==> config.mk <==
export PLATFORM = sky130hd
export DESIGN_NAME = frame_id_tagger
export DESIGN_NICKNAME = d
export VERILOG_FILES = /design/src/design/frame_id_pkg.sv /design/src/design/frame_id_tagger.sv
export VERILOG_INCLUDE_DIRS = /design/src /design/src/design
export SDC_FILE = /design/constraint.sdc
export NUM_CORES = 1
export LEC_CHECK = 0
export ABC_AREA = 1
export CAP_MARGIN = 10
export CORE_AREA = 2 2 64 66
export DETAILED_ROUTE_END_ITERATION = 10
export DIE_AREA = 0 0 66 68
export DONT_BUFFER_PORTS = 1
export HOLD_SLACK_MARGIN = 0.02
export PLACE_DENSITY = 0.7
export SYNTH_ARGS = -nofsm -noshare
export SYNTH_HDL_FRONTEND = slang
export SYNTH_SLANG_ARGS = --single-unit
==> constraint.sdc <==
create_clock -name clk_sys -period 1.5 [get_ports clk_sys]
set_input_delay 0.3 -clock clk_sys [delete_from_list [all_inputs] [get_ports clk_sys]]
set_output_delay 0.3 -clock clk_sys [all_outputs]
set_load 0.02 [all_outputs]
==> src/design/frame_id_params.svh <==
// Constants for the picture identification tagger
// Assumes inclusion by the package, the design module and the testbench
`ifndef FRAME_ID_PARAMS_SVH
`define FRAME_ID_PARAMS_SVH

// ==========================================
// Field widths and positions
`define FRAME_NUM_W      6
`define SRC_INFO_W       3
`define ID_W             9
`define ID_FRAME_LSB     0
`define ID_SRC_LSB       6
`define ID_BIT_CNT_W     4

// ==========================================
// Reset values and timing
`define FRAME_NUM_RST    6'h00
`define ID_RST           9'h000
`define SHIFT_DIV_W      8
`define SHIFT_DIV_DFLT   8'h0F

`endif

==> src/design/frame_id_pkg.sv <==
// Types for the picture identification tagger
// Assumes frame_id_params.svh is on the include path
`include "frame_id_params.svh"

package frame_id_pkg;

    typedef enum logic [1:0] {
        ST_IDLE  = 2'b01,
        ST_SHIFT = 2'b10
    } shift_state_t;

    typedef struct packed {
        logic       direct_mode;
        logic       camera_two;
        logic       spare;
    } src_info_t;

    typedef struct packed {
        src_info_t                 src;
        logic [`FRAME_NUM_W-1:0]   frame;
    } id_word_t;

    typedef struct packed {
        logic [2:0]                 vsync_sync;
        logic [`FRAME_NUM_W-1:0]    frame_cnt;
        logic                       load_pend;
        shift_state_t               state;
        id_word_t                   shreg;
        id_word_t                   lamps;
        logic [`ID_BIT_CNT_W-1:0]   bit_cnt;
        logic [`SHIFT_DIV_W-1:0]    div_cnt;
        logic                       tone_key;
    } tagger_state_t;

endpackage

==> src/design/frame_id_tagger.sv <==
// Picture identification tagger: frame counter, id shift register, lamps and tone key
// Assumes vsync and command inputs are asynchronous levels from outside equipment
// Functional notes
// - Binary frame counter steps once per received picture vertical sync pulse.
// - Frame number is six bits wide.
// - Mode and camera source form a three-bit field beside the frame number.
// - Mode and camera inputs come from command equipment; direct/playback, camera 1/2.
// - Shift register holds all nine bits for the serial output; a separate lamp register holds the same word for the parallel outputs.
// - Each parallel output drives one indicator lamp beside the picture.
// - Serial output keys the tone oscillators for tape recording.
`timescale 1ns/1ns
`default_nettype none
`include "frame_id_params.svh"

module frame_id_tagger (
    input  wire logic                      clk_sys,
    input  wire logic                      rstn,
    input  wire logic                      vsync_in,
    input  wire logic                      direct_mode_in,
    input  wire logic                      camera_two_in,
    output logic [`ID_W-1:0]               lamp_out,
    output logic                           tone_key_out,
    output logic                           shift_busy
);
    import frame_id_pkg::*;

    tagger_state_t  s_q;
    tagger_state_t  s_d;
    logic [2:0]     cmd_m_q;
    logic [2:0]     cmd_s_q;

    // ==========================================
    // Command input synchronisers
    always_ff @(posedge clk_sys or negedge rstn) begin
        if (!rstn) begin
            cmd_m_q <= 3'h0;
            cmd_s_q <= 3'h0;
        end else begin
            cmd_m_q <= {direct_mode_in, camera_two_in, 1'b0};
            cmd_s_q <= cmd_m_q;
        end
    end

    wire vsync_rise = s_q.vsync_sync[1] & ~s_q.vsync_sync[2];

    // ==========================================
    // Identification word builder
    function automatic id_word_t build_id(
        input logic [`FRAME_NUM_W-1:0] frame,
        input logic [`SRC_INFO_W-1:0]  src
    );
        id_word_t w;
        w.frame = frame;
        w.src   = src_info_t'(src);
        return w;
    endfunction

    // ==========================================
    // Next state
    always_comb begin
        s_d = s_q;
        s_d.vsync_sync = {s_q.vsync_sync[1:0], vsync_in};
        if (vsync_rise) begin
            s_d.frame_cnt = s_q.frame_cnt + `FRAME_NUM_W'(1);
            s_d.load_pend = 1'b1;
        end
        case (s_q.state)
            ST_IDLE: begin
                s_d.tone_key = 1'b0;
                if (s_q.load_pend) begin
                    s_d.load_pend  = vsync_rise;
                    s_d.shreg      = build_id(s_q.frame_cnt, cmd_s_q);
                    s_d.lamps      = build_id(s_q.frame_cnt, cmd_s_q);
                    s_d.bit_cnt    = `ID_BIT_CNT_W'(`ID_W);
                    s_d.div_cnt    = `SHIFT_DIV_DFLT;
                    s_d.state      = ST_SHIFT;
                end
            end
            ST_SHIFT: begin
                if (s_q.div_cnt == `SHIFT_DIV_W'(0)) begin
                    s_d.div_cnt = `SHIFT_DIV_DFLT;
                    if (s_q.bit_cnt == `ID_BIT_CNT_W'(0)) begin
                        s_d.tone_key = 1'b0;
                        s_d.state    = ST_IDLE;
                    end else begin
                        s_d.tone_key = s_q.shreg[`ID_W-1];
                        s_d.shreg    = id_word_t'({s_q.shreg[`ID_W-2:0], 1'b0});
                        s_d.bit_cnt  = s_q.bit_cnt - `ID_BIT_CNT_W'(1);
                    end
                end else begin
                    s_d.div_cnt = s_q.div_cnt - `SHIFT_DIV_W'(1);
                end
            end
            default: begin
                s_d.state = ST_IDLE;
            end
        endcase
    end

    always_ff @(posedge clk_sys or negedge rstn) begin
        if (!rstn) begin
            s_q            <= '0;
            s_q.frame_cnt  <= `FRAME_NUM_RST;
            s_q.state      <= ST_IDLE;
            s_q.shreg      <= `ID_RST;
            s_q.lamps      <= `ID_RST;
        end else begin
            s_q <= s_d;
        end
    end

    assign lamp_out     = s_q.lamps;
    assign tone_key_out = s_q.tone_key;
    assign shift_busy   = (s_q.state == ST_SHIFT);

    // ==========================================
    // Assertions
    property p_count_step;
        @(posedge clk_sys) disable iff (!rstn)
        vsync_rise |=> s_q.frame_cnt == $past(s_q.frame_cnt) + `FRAME_NUM_W'(1);
    endproperty
    AST_FRAME_STEP: assert property (p_count_step) else $error("frame count did not step");

    AST_FRAME_HOLD: assert property (@(posedge clk_sys) disable iff (!rstn)
        !vsync_rise |=> $stable(s_q.frame_cnt)) else $error("frame count moved without sync");

    AST_LOAD_START: assert property (@(posedge clk_sys) disable iff (!rstn)
        (s_q.state == ST_IDLE && s_q.load_pend) |=> shift_busy && lamp_out[`FRAME_NUM_W-1:0] == $past(s_q.frame_cnt))
        else $error("load did not start shift");

    AST_SRC_LOAD: assert property (@(posedge clk_sys) disable iff (!rstn)
        (s_q.state == ST_IDLE && s_q.load_pend) |=> lamp_out[`ID_W-1:`ID_SRC_LSB] == $past(cmd_s_q))
        else $error("source field not loaded");

    AST_MSB_FIRST: assert property (@(posedge clk_sys) disable iff (!rstn)
        (shift_busy && s_q.div_cnt == `SHIFT_DIV_W'(0) && s_q.bit_cnt != `ID_BIT_CNT_W'(0))
        |=> tone_key_out == $past(s_q.shreg[`ID_W-1])) else $error("serial bit wrong");

    AST_LAMP_STABLE: assert property (@(posedge clk_sys) disable iff (!rstn)
        shift_busy && $past(shift_busy) |-> $stable(lamp_out)) else $error("lamps changed during shift");

    AST_KEY_IDLE: assert property (@(posedge clk_sys) disable iff (!rstn)
        !shift_busy && $past(!shift_busy) |-> !tone_key_out) else $error("key active while idle");

    AST_SHIFT_END: assert property (@(posedge clk_sys) disable iff (!rstn)
        $rose(shift_busy) |-> ##[150:170] !shift_busy) else $error("shift length wrong");

    COV_FRAME: cover property (@(posedge clk_sys) disable iff (!rstn) vsync_rise);
    COV_SHIFT: cover property (@(posedge clk_sys) disable iff (!rstn) $fell(shift_busy));
    COV_WRAP: cover property (@(posedge clk_sys) disable iff (!rstn)
        vsync_rise && s_q.frame_cnt == `FRAME_NUM_W'(63));

    // ==========================================
    // Views for the checks below
    logic                    shift_tick;
    logic                    last_bit;
    logic [`FRAME_NUM_W-1:0] lamp_frame;
    logic [`SRC_INFO_W-1:0]  lamp_src;

    assign shift_tick = (s_q.state == ST_SHIFT) && (s_q.div_cnt == `SHIFT_DIV_W'(0));
    assign last_bit   = (s_q.bit_cnt == `ID_BIT_CNT_W'(0));
    assign lamp_frame = lamp_out[`FRAME_NUM_W-1:0];
    assign lamp_src   = lamp_out[`ID_W-1:`ID_SRC_LSB];

    // ==========================================
    // State, counter range and sync pipe checks
    AST_STATE_ONEHOT: assert property (@(posedge clk_sys) disable iff (!rstn)
        $onehot(s_q.state)) else $error("state code not one-hot");

    AST_BIT_RANGE: assert property (@(posedge clk_sys) disable iff (!rstn)
        s_q.bit_cnt <= `ID_BIT_CNT_W'(`ID_W)) else $error("bit count out of range");

    AST_DIV_RANGE: assert property (@(posedge clk_sys) disable iff (!rstn)
        s_q.div_cnt <= `SHIFT_DIV_DFLT) else $error("divider out of range");

    AST_SYNC_PIPE: assert property (@(posedge clk_sys) disable iff (!rstn)
        s_q.vsync_sync[2:1] == $past(s_q.vsync_sync[1:0])) else $error("sync pipe skipped a stage");

    // ==========================================
    // Serial key checks
    AST_KEY_HOLD: assert property (@(posedge clk_sys) disable iff (!rstn)
        (shift_busy && !shift_tick) |=> $stable(tone_key_out)) else $error("key moved inside a bit");

    AST_KEY_FIRST_LOW: assert property (@(posedge clk_sys) disable iff (!rstn)
        $rose(shift_busy) |-> !tone_key_out) else $error("key high before first bit");

    AST_LAST_TICK: assert property (@(posedge clk_sys) disable iff (!rstn)
        (shift_tick && last_bit) |=> (!shift_busy && !tone_key_out)) else $error("shift did not end");

    AST_DIV_RELOAD: assert property (@(posedge clk_sys) disable iff (!rstn)
        (shift_tick && !last_bit) |=> s_q.div_cnt == `SHIFT_DIV_DFLT) else $error("divider not reloaded");

    // ==========================================
    // Load and pending checks
    AST_PEND_SET: assert property (@(posedge clk_sys) disable iff (!rstn)
        (vsync_rise && shift_busy) |=> s_q.load_pend) else $error("sync during shift was dropped");

    AST_PEND_CLEAR: assert property (@(posedge clk_sys) disable iff (!rstn)
        (!shift_busy && s_q.load_pend && !vsync_rise) |=> !s_q.load_pend) else $error("pending load kept");

    AST_LOAD_MATCH: assert property (@(posedge clk_sys) disable iff (!rstn)
        $rose(shift_busy) |-> s_q.shreg == s_q.lamps) else $error("shift word differs from lamps");

    AST_SPARE_LOW: assert property (@(posedge clk_sys) disable iff (!rstn)
        !lamp_src[0]) else $error("spare lamp lit");

    AST_FRAME_LAMP: assert property (@(posedge clk_sys) disable iff (!rstn)
        $rose(shift_busy) |-> lamp_frame == s_q.frame_cnt || $past(vsync_rise))
        else $error("frame lamps wrong");

    COV_LATE_LOAD: cover property (@(posedge clk_sys) disable iff (!rstn) vsync_rise && shift_busy);
    COV_CAM_TWO: cover property (@(posedge clk_sys) disable iff (!rstn)
        $rose(shift_busy) && lamp_src[1] && !lamp_src[2]);
endmodule
`default_nettype wire

==> summary.txt, run 1 <==
Status
  – Status: finished, violations left
  – Failing checks: setup timing

Critical path
  – Critical Path, Cell by Cell: inv_1 -> nand2_2 -> inv_6 -> buf_4 -> a21oi_4 -> buf_4 -> nand2_8 -> nand2_1 -> nand2_1
  – CP Launch Type: register
  – Crit-path slowest cell: dfstp_2
  – Crit path max fanout: 7
  – RR Startpoint: s_q[31]$_DFFE_PN1P_
  – R2r setup slk: -20 ps
  – Worst EP required: 1690 ps
  – Setup CP Type: reg2reg
  – FF-to-FF End: s_q[28]$_DFFE_PN0P_
  – Max incr delay on CP: 540 ps
  – Critical path capture point type: register
  – CP Buf/Inv Count: 4
  – CP delay by family, top: flip-flops
  – Worst path arrival time: 1710 ps
  – Reg2Reg Depth: 9

Power and ir drop
  – Power per cell area: 2170 nW/um^2
  – VDD IR max: 1000 uV
  – Leakage: 1.27 nW
  – Total power: 0.00563 W

Clock tree
  – Clk_lat worst skew: 300 ps
  – H-Tree Level Count: 2
  – Clk sinks: 46
  – CTS tree: built
  – Root buf cell: clkbuf_8
  – Longest Clk Path Bufs: 2
  – CTS buffer count: 5
  – Clk slew on worst S/H paths: 80 ps

Synth
  – Post-Syn Area: 2220 sq um
  – Adder-cell share of the synthesized area: 0.0282
  – Mux contribution to synthesized area: 0
  – Seq/Total Area, Yosys: 0.519
  – Main combinational cell family by area after synthesis: simple AND/OR/NAND/NOR gates
  – XOR/XNOR share of the synthesized area: 0.0355
  – Synth Area in Simple Gates: 0.251
  – FF+latch count, synth: 46
  – Async SR Flop Fraction: 1.00
  – Post-synth cell types: 27
  – Main flop type after synthesis: dfrtp_1
  – Post-Syn Instances: 250
  – Synth top area cells: dfrtp_1, nand2_1, nand3_1
  – Post-synth EDFFs: 0
  – Warnings, synthesis: 0
  – Synth top cells by count: nand2_1, dfrtp_1, nand3_1, inv_1, o21ai_0
  – Most common cell in the netlist: nand2_1
  – Mapped Avg Cell Area: 8.88 sq um
  – Cell taking the most area after synthesis: dfrtp_1
  – Syn Nets: 260
  – Post-synthesis compound-gate area fraction: 0.0643
  – Synth top area share: 0.507

Placed design
  – I/O Buffers: 0
  – Place WS: 88.4 ps
  – DP HPWL: 2.63 mm
  – Final Wtd Congestion: 0.777
  – Placed Instances: 291

Detailed routing
  – Wire per inst: 13.9 um
  – ANT nets after route: 0
  – First-pass iteration count of the detailed router: 5
  – # DRC: 0
  – DR vias: 1,647
  – Routed WL: 4.37 mm
  – Initial drt markers: 110
  – Via/cell ratio: 5.23

Floorplan
  – Ports: 16
  – Die area: 4490 sq um
  – FP Rows: 23
  – Core Box Area: 3860 sq um
  – Die H: 68 um
  – Die Wd: 66 um
  – Starting Density: 0.576

Run
  – Max-cap check violation count: 0

Global routing
  – Tot GR Track Use: 0.205
  – First-pass GRT wire length: 6.92 mm
  – Vias in the first global route: 1,550
  – Initial antenna violation count: 0
  – Largest net degree at the start of global routing: 47
  – Congestion Overflow GR: 0

Timing
  – # setup viols final: 13
  – Min cycle time layout: 1520 ps
  – RSZ-0062 raised after global routing: true
  – Max Fclk: 656 MHz
  – Worst Skew: 7.03 ps
  – Count of pins over their slew limit: 0
  – Final worst path period share: 1.02
  – Final hold viol count: 0
  – Setup WS post-layout: -24.5 ps

Cells and area
  – Layout cells sized above 1: 0.192
  – Synthesis-to-finish area growth: 16.6%
  – Non-Filler Instances: 315
  – Antenna diodes: 0
  – Nets@finish: 274

Hold path
  – Worst hold endpoint: cmd_s_q[1]$_DFF_PN0_
  – HP Class: reg2reg
  – Hold wc startpoint: cmd_m_q[1]$_DFF_PN0_
  – Hold path cells: 0
worst max-delay path by stage:
stage	start	to	slack, ps	cells past startpoint
4_1_cts	s_q[31]$_DFFE_PN1P_	shift_busy	30	4
5_1_grt	s_q[31]$_DFFE_PN1P_	s_q[11]$_DFFE_PN0P_	-80	9
2_1_floorplan	s_q[1]$_DFFE_PN0P_	s_q[10]$_DFFE_PN0P_	140	10
3_3_place_gp	s_q[31]$_DFFE_PN1P_	s_q[22]$_DFFE_PN0P_	130	7
3_5_place_dp	s_q[1]$_DFFE_PN0P_	s_q[25]$_DFFE_PN0P_	90	9
6_report	s_q[31]$_DFFE_PN1P_	s_q[28]$_DFFE_PN0P_	-20	9
area by class of cell:
cell class / instances / area, sq um
clock buffer: 6 / 72.6
clock inverter: 2 / 37.5
fill: 309 / 1270
inverter: 27 / 106
multi-input combinational: 163 / 903
sequential: 46 / 1150
tap: 50 / 62.6
timing repair buffer: 21 / 254
cells in the final DEF (no fill, tap or decap), types with 3 or more instances in the layout:
cell           instances
nor2_1                14
o21ai_0               14
nand2_2                8
nand3_1               27
dlygate4sd3_1          4
inv_2                  6
buf_4                 10
nand2_1               63
ha_1                   4
clkbuf_8               5
buf_12                 3
nor2_4                 3
inv_1                 20
xor2_1                 7
o21ai_1                5
dfrtp_1               45
routing by layer:
metal | GRT usage | up-vias | routed length, um | share of wire
li1 | - | 801 | - | -
met1 | 0.269 | 797 | 1960 | 0.45
met2 | 0.323 | 43 | 2120 | 0.49
met3 | 0.0592 | 6 | 227 | 0.052
met4 | 0.0816 | 0 | 61 | 0.014
met5 | 0 | - | 0 | 0
stage by stage:
step / area, sq um / util / hold WS, ps / setup TNS [ps]
finish: 2590 / 0.671 / 355 / -145
global route: 2590 / 0.671 / 365 / -1010
floorplan: 2220 / - / 4.41 / 0
CTS: 2460 / 0.639 / 358 / 0
global placement: 2250 / 0.582 / 5.27 / 0
detailed placement: 2250 / 0.582 / 5.34 / 0
cells by family after synthesis:
logic type,Yosys count
AOI/OAI and AO/OA,25
xor gates and xnor gates,9
adders and majority gates,5
buffers and inverters,42
DFF,46
other,1
and+or+nand+nor,122
power by group:
part / internal [W] / switching [W]
combinational: 0.00109 / 0.00149
sequential: 0.00168 / 0.000459
clock: 0.000497 / 0.000411
registers in the layout (all words and copies together), names as in the netlist:
| register | flops |
|---|---|
| cmd_s_q | 2 |
| cmd_m_q | 2 |
| s_q | 31 |
| s_d | 2 |
| lamp_frame | 6 |
| lamp_out | 2 |
| tone_key_out | 1 |
repair_timing:
| action | CTS | global route |
|---|---|---|
| buffers inserted | 5 | 4 |
| hold buffers | 5 | 0 |
| resized for setup | 1 | 20 |
| hold endpoints to repair | 49 | 0 |
| gates cloned | 0 | 2 |
| pin swaps | 0 | 12 |
| setup endpoints to repair | 1 | 17 |
(Power assumes the default switching activity.)
==> inputs of run 2 (changes only) <==
- CORE_AREA: 2 2 64 66 -> 2 2 66 68
- DIE_AREA: 0 0 66 68 -> 0 0 68 70
- PLACE_DENSITY: 0.7 -> 0.69
- clock period: 1.5 -> 1.25 ns (I/O delays scaled with it)
==> summary.txt, run 2 (synthesis results as in run 1) <==
Status
  – Status: finished, violations left
  – Failing checks: hold timing, setup timing

Clock tree
  – Clk sinks: 46 (unchanged)
  – CTS tree: built
  – Longest Clk Path Bufs: 2 (unchanged)
  – Root buf cell: clkbuf_8
  – CTS Hold Bufs: 3 (-2)
  – CTS buffer count: 5 (unchanged)
  – H-Tree Level Count: 2 (unchanged)
  – Clk_lat worst skew: 300 ps (about the same)
  – Clk slew on worst S/H paths: 90 ps (about the same)

Timing
  – RSZ-0062 raised after global routing: true
  – Setup WS post-layout: -200 ps (-176 ps)
  – Min cycle time layout: 1450 ps (-74.4 ps)
  – Max Fclk: 690 MHz (+5.1%)
  – # setup viols final: 33 (+20)
  – Min Hold Slack: -373 ps (-729 ps)
  – Count of pins over their slew limit: 0 (unchanged)
  – Final hold viol count: 46 (+46)
  – Final worst path period share: 1.16 (+0.144)
  – Worst Skew: 13.8 ps (+6.80 ps)

Critical path
  – CP delay by family, top: flip-flops
  – Worst path arrival time: 1650 ps (-60 ps)
  – Setup CP Type: reg2reg
  – Critical path's most frequent cell: nand2_1
  – Crit path max fanout: 7 (unchanged)
  – Reg2Reg Depth: 9 (unchanged)
  – Critical path capture point type: register
  – Crit path from: s_q[9]$_DFFE_PN0P_
  – CP Launch Type: register
  – Crit-path slowest cell: dfrtp_1
  – RR Startpoint: s_q[9]$_DFFE_PN0P_
  – CP Buf/Inv Count: 2 (-2)
  – Critical Path, Cell by Cell: inv_1 -> ha_2 -> nand2_2 -> nor2_4 -> a21oi_4 -> buf_12 -> nand2_8 -> nand2_1 -> nand2_1
  – Max incr delay on CP: 380 ps (-160 ps)
  – Worst EP required: 1450 ps (-240 ps)
  – Levels on crit path: 9 (unchanged)

Power and ir drop
  – Power per cell area: 2620 nW/um^2 (+20%)
  – VDD IR max: 1170 uV (+17%)
  – Combinational power share: 0.536 (+0.078)
  – Switching power: 0.00327 W (+38%)
  – Internal cell power: 0.00430 W (+32%)
  – Part of the power in registers: 0.340 (-0.041)
  – Leakage: 1.40 nW (+10%)
  – Clock power frac: 0.124 (-0.037)
  – Sw frac: 0.432 (+0.0124)

Floorplan
  – Die area: 4760 sq um (+6.1%)
  – Die Wd: 68 um (+3.0%)
  – Core Box Area: 4140 sq um (+7.5%)
  – FP Rows: 24 (+4.3%)
  – Die H: 70 um (+2.9%)
  – Ports: 16 (unchanged)
  – Starting Density: 0.536 (-0.0400)

Cells and area
  – Synthesis-to-finish area growth: 30.1%
  – Post-route cell area: 2890 sq um (+12%)
  – Commonest non-fill, non-tap cell in the layout: nand2_1
  – Most frequent cells in the layout: nand2_1, dfrtp_1, buf_4
  – Largest register FFs: 31 (unchanged)
  – Reg with most FFs: s_q
  – Antenna diodes: 0 (unchanged)
  – Layout cells sized above 1: 0.340 (+0.148)
  – Fillers: 299 (-3.2%)
  – Nets@finish: 297 (+8.4%)

Detailed routing
  – Wire per inst: 14.6 um (+5.2%)
  – First-pass iteration count of the detailed router: 4 (-1)
  – DR vias: 1,745 (+6.0%)
  – Initial drt markers: 85 (-23%)
  – # DRC: 0 (unchanged)
  – Via/cell ratio: 5.13 (-1.8%)
  – ANT nets after route: 0 (unchanged)
  – Routed WL: 4.97 mm (+14%)

Global routing
  – Tot GR Track Use: 0.212 (+0.00758)
  – First-pass GRT wire length: 7.62 mm (+10%)
  – Vias in the first global route: 1,711 (+10%)
  – Congestion Overflow GR: 0 (unchanged)
  – Largest net degree at the start of global routing: 47 (unchanged)
  – Initial antenna violation count: 0 (unchanged)

Placed design
  – Placed Area: 2430 sq um (+8.0%)
  – DP HPWL: 2.86 mm (+8.5%)
  – I/O Buffers: 0 (unchanged)
  – Final Wtd Congestion: 0.777 (about the same)

Hold path
  – HP Class: in2async

Run
  – Max-cap check violation count: 0 (unchanged)
==> run 2: cell type report <==
cell class,instances,area (sq um),area share
sequential,46,1150,0.399
multi-input combinational,163,1040,0.361
timing repair buffer,44,427,0.148
inverter,27,109,0.0377
clock buffer,7,86.3,0.0299
tap,52,65.1,0.0225
clock inverter,1,5.00,0.00173
==> run 2: final timing paths <==
kind                       slack, ps                  end
setup / recovery                -200  s_q[11]$_DFFE_PN0P_
hold / removal                  -370  s_q[10]$_DFFE_PN0P_
min in group clk_sys             360    s_d[42]$_DFF_PN0_
hold reg to reg                  360    s_d[42]$_DFF_PN0_
setup reg to reg                -200  s_q[11]$_DFFE_PN0P_
max in group asynchronous       1430  s_q[31]$_DFFE_PN1P_
==> run 2: what timing repair did <==
item                                    4_1_cts  5_1_grt
pin swaps                                     7       19
endpoints found under the setup margin       31       34
buffers inserted                              5        4
gates cloned                                  1        1
gates resized for setup                      31       25
hold endpoints to repair                     49       46
==> run 2: stage by stage <==
step	total power (W)	setup slack (ps)	TNS (ps)	instances	utilization
2_1_floorplan	0.00453	-76.7	-754	250	-
6_report	0.00756	-200	-4240	340	0.697
5_1_grt	0.00809	-316	-6280	340	0.697
3_3_place_gp	0.00530	-79.0	-1050	318	0.585
4_1_cts	0.00698	-143	-2410	335	0.660
3_5_place_dp	0.00536	-97.7	-1430	318	0.585
==> run 2: routing by layer <==
layer / global-route usage / vias up / wire [um]
li1: - / 851 / -
met1: 0.268 / 848 / 2070
met2: 0.346 / 33 / 2640
met3: 0.0515 / 13 / 137
met4: 0.0822 / 0 / 121
met5: 0 / - / 0
==> run 2: power by group through the flow <==
stage	Combinational (W)	Sequential [W]	Clock, W
2_1_floorplan	0.00218	0.00236	0
3_3_place_gp	0.00276	0.00254	0
3_5_place_dp	0.00281	0.00256	0
4_1_cts	0.00348	0.00255	0.000952
5_1_grt	0.00444	0.00264	0.00102
6_report	0.00405	0.00257	0.000938
==> inputs of run 3 (changes only) <==
- CELL_PAD_IN_SITES_DETAIL_PLACEMENT: default -> 0
- CELL_PAD_IN_SITES_GLOBAL_PLACEMENT: default -> 1
- CORE_AREA: 2 2 66 68 -> 2 2 75 77
- DIE_AREA: 0 0 68 70 -> 0 0 77 79
- PLACE_DENSITY: 0.69 -> 0.84
==> summary.txt, run 3 (synthesis results as in run 1) <==
Status
  – Status: finished, violations left
  – Failing checks: hold timing, setup timing

Floorplan
  – FP Rows: 27 (+13%)
  – Die H: 79 um (+13%)
  – Starting Density: 0.416 (-0.120)
  – Core Box Area: 5340 sq um (+29%)
  – Die Wd: 77 um (+13%)
  – Die area: 6080 sq um (+28%)
  – Ports: 16 (unchanged)

Critical path
  – Worst path arrival time: 1650 ps (about the same)
  – Crit path max fanout: 5 (-2)
  – Crit path from: s_q[9]$_DFFE_PN0P_
  – CP Launch Type: register
  – Critical Path, Cell by Cell: inv_2 -> ha_4 -> nand2_4 -> nor2_4 -> a21oi_4 -> buf_4 -> buf_6 -> nand3_2 -> nand2_2
  – Critical path capture point type: register
  – Crit-path slowest cell: dfrtp_1
  – CP delay by family, top: flip-flops
  – Worst EP required: 1460 ps (about the same)
  – Max incr delay on CP: 410 ps (+30 ps)
  – RR Startpoint: s_q[9]$_DFFE_PN0P_
  – CP Buf/Inv Count: 3 (+1)
  – Setup CP Type: reg2reg

Placed design
  – Placed Instances: 340 (+6.9%)
  – Place WS: -105 ps (-7.76 ps)
  – Placed Area: 2480 sq um (+2.2%)
  – Final Wtd Congestion: 0.770 (-0.88%)
  – DP HPWL: 2.89 mm (+1.2%)
  – I/O Buffers: 0 (unchanged)

Timing
  – # setup viols final: 31 (-6.1%)
  – Max Fclk: 699 MHz (+1.3%)
  – Setup TNS: -3110 ps (+1130 ps)
  – Count of pins over their slew limit: 0 (unchanged)
  – Setup WS post-layout: -181 ps (+18.8 ps)
  – RSZ-0062 raised after global routing: true
  – Final worst path period share: 1.15 (-0.0150)
  – Min cycle time layout: 1430 ps (-18.8 ps)
  – Min Hold Slack: -380 ps (-6.40 ps)
  – Final hold viol count: 46 (unchanged)
  – Worst Skew: 12.7 ps (-1.11 ps)

Cells and area
  – Most frequent cells in the layout: dfrtp_1, nand2_1, buf_4
  – Largest register FFs: 31 (unchanged)
  – Synthesis-to-finish area growth: 41.2%
  – Fillers: 454 (+52%)
  – Nets@finish: 307 (+3.4%)
  – Antenna diodes: 0 (unchanged)
  – Reg with most FFs: s_q
  – Layout cells sized above 1: 0.456 (+0.116)
  – Non-Filler Instances: 370 (+8.8%)
  – Commonest non-fill, non-tap cell in the layout: dfrtp_1
  – Post-route cell area: 3130 sq um (+8.5%)

Clock tree
  – Clk slew on worst S/H paths: 100 ps (about the same)
  – Root buf cell: clkbuf_8
  – H-Tree Level Count: 2 (unchanged)
  – Clk_lat worst skew: 310 ps (about the same)
  – CTS Hold Bufs: 3 (unchanged)
  – CTS buffer count: 5 (unchanged)
  – Longest Clk Path Bufs: 2 (unchanged)
  – CTS tree: built
  – Clk sinks: 46 (unchanged)

Detailed routing
  – Wire per inst: 14.4 um (-1.1%)
  – Via/cell ratio: 4.82 (-6.0%)
  – DR vias: 1,785 (+2.3%)
  – Initial drt markers: 61 (-28%)
  – # DRC: 0 (unchanged)
  – ANT nets after route: 0 (unchanged)
  – First-pass iteration count of the detailed router: 4 (unchanged)
  – Routed WL: 5.35 mm (+7.7%)

Power and ir drop
  – Combinational power share: 0.573 (+0.037)
  – Clock power frac: 0.116 (-0.008)
  – Switching power: 0.00371 W (+14%)
  – Leakage: 1.47 nW (+4.9%)
  – Power per cell area: 2670 nW/um^2 (+2.1%)
  – VDD IR max: 1480 uV (+26%)
  – Sw frac: 0.442 (+0.0105)
  – Internal cell power: 0.00467 W (+8.8%)
  – Part of the power in registers: 0.311 (-0.029)

Global routing
  – First-pass GRT wire length: 7.75 mm (+1.7%)
  – Tot GR Track Use: 0.163 (-0.0498)
  – Initial antenna violation count: 0 (unchanged)
  – Largest net degree at the start of global routing: 47 (unchanged)
  – Vias in the first global route: 1,737 (+1.5%)
  – Congestion Overflow GR: 0 (unchanged)

Hold path
  – HP Class: in2async

Run
  – Max-cap check violation count: 0 (unchanged)
## run 3: cell types whose count changed in the layout (fill, tap and decap cells not counted), moves of 2 or more
cell | previous run | this run
o21ai_2 | 0 | 5
o21ai_1 | 7 | 10
nor2_2 | 1 | 3
nor2_1 | 14 | 11
ha_4 | 1 | 3
nand2_4 | 4 | 10
inv_1 | 19 | 17
buf_6 | 7 | 11
nand2_1 | 56 | 41
buf_4 | 29 | 36
nand2_2 | 10 | 19
inv_2 | 6 | 8
o21ai_0 | 12 | 4
## run 3: metrics by stage
step / total power, W / util / hold slack [ps]
6_report: 0.00838 / 0.587 / -380
5_1_grt: 0.00892 / 0.587 / -402
4_1_cts: 0.00695 / 0.512 / -384
3_5_place_dp: 0.00550 / 0.464 / -44.3
3_3_place_gp: 0.00541 / 0.464 / -43.7
2_1_floorplan: 0.00453 / - / -45.6
## run 3: power groups by stage
stage / logic, W / registers (W) / clock network (W)
floorplan: 0.00218 / 0.00236 / 0
global placement: 0.00289 / 0.00252 / 0
CTS: 0.00344 / 0.00253 / 0.000983
global route: 0.00518 / 0.00268 / 0.00106
finish: 0.00480 / 0.00261 / 0.000971
detailed placement: 0.00296 / 0.00253 / 0
## run 3: worst paths after layout
| check | endpoint | slack, ps | cells after the start |
|---|---|---|---|
| setup reg to reg | s_q[9]$_DFFE_PN0P_ | -180 | 9 |
| min in group clk_sys | cmd_s_q[1]$_DFF_PN0_ | 360 | 0 |
| hold reg to reg | cmd_s_q[1]$_DFF_PN0_ | 360 | 0 |
| max in group asynchronous | s_q[31]$_DFFE_PN1P_ | 1430 | 0 |
| setup / recovery | s_q[9]$_DFFE_PN0P_ | -180 | 9 |
| hold / removal | tone_key_out$_DFFE_PN0P_ | -380 | 0 |
## run 3: worst reg2reg max path, cell delays in order (launching register included)
cell and delay [ps]:
dfrtp_1 410, inv_2 90, ha_4 140, nand2_4 50
nor2_4 150, a21oi_4 80, buf_4 140, buf_6 130
nand3_2 90, nand2_2 50
## run 3: layout make-up
class / instances / area, sq um / area share
clock buffers: 5 / 68.8 / 0.0220
flip-flops and latches: 46 / 1150 / 0.368
repair buffers: 54 / 514 / 0.164
clock inverters: 3 / 25.0 / 0.00798
well taps: 72 / 90.1 / 0.0287
inverters: 27 / 114 / 0.0363
multi-input cells: 163 / 1170 / 0.373
## run 3: per-layer routing
metal  global-route usage  routed length, um
met1                0.195               2250
met2                0.290               2860
met3               0.0352                157
met4               0.0571                 83
met5                    0                  0
## run 3: repair_timing
action                                  in CTS  in global routing
hold endpoints to repair                    49                 46
setup buffers                                5                 11
resized for setup                           24                 81
pin swaps                                    4                 26
cloned                                       1                  3
endpoints found under the setup margin      31                 34
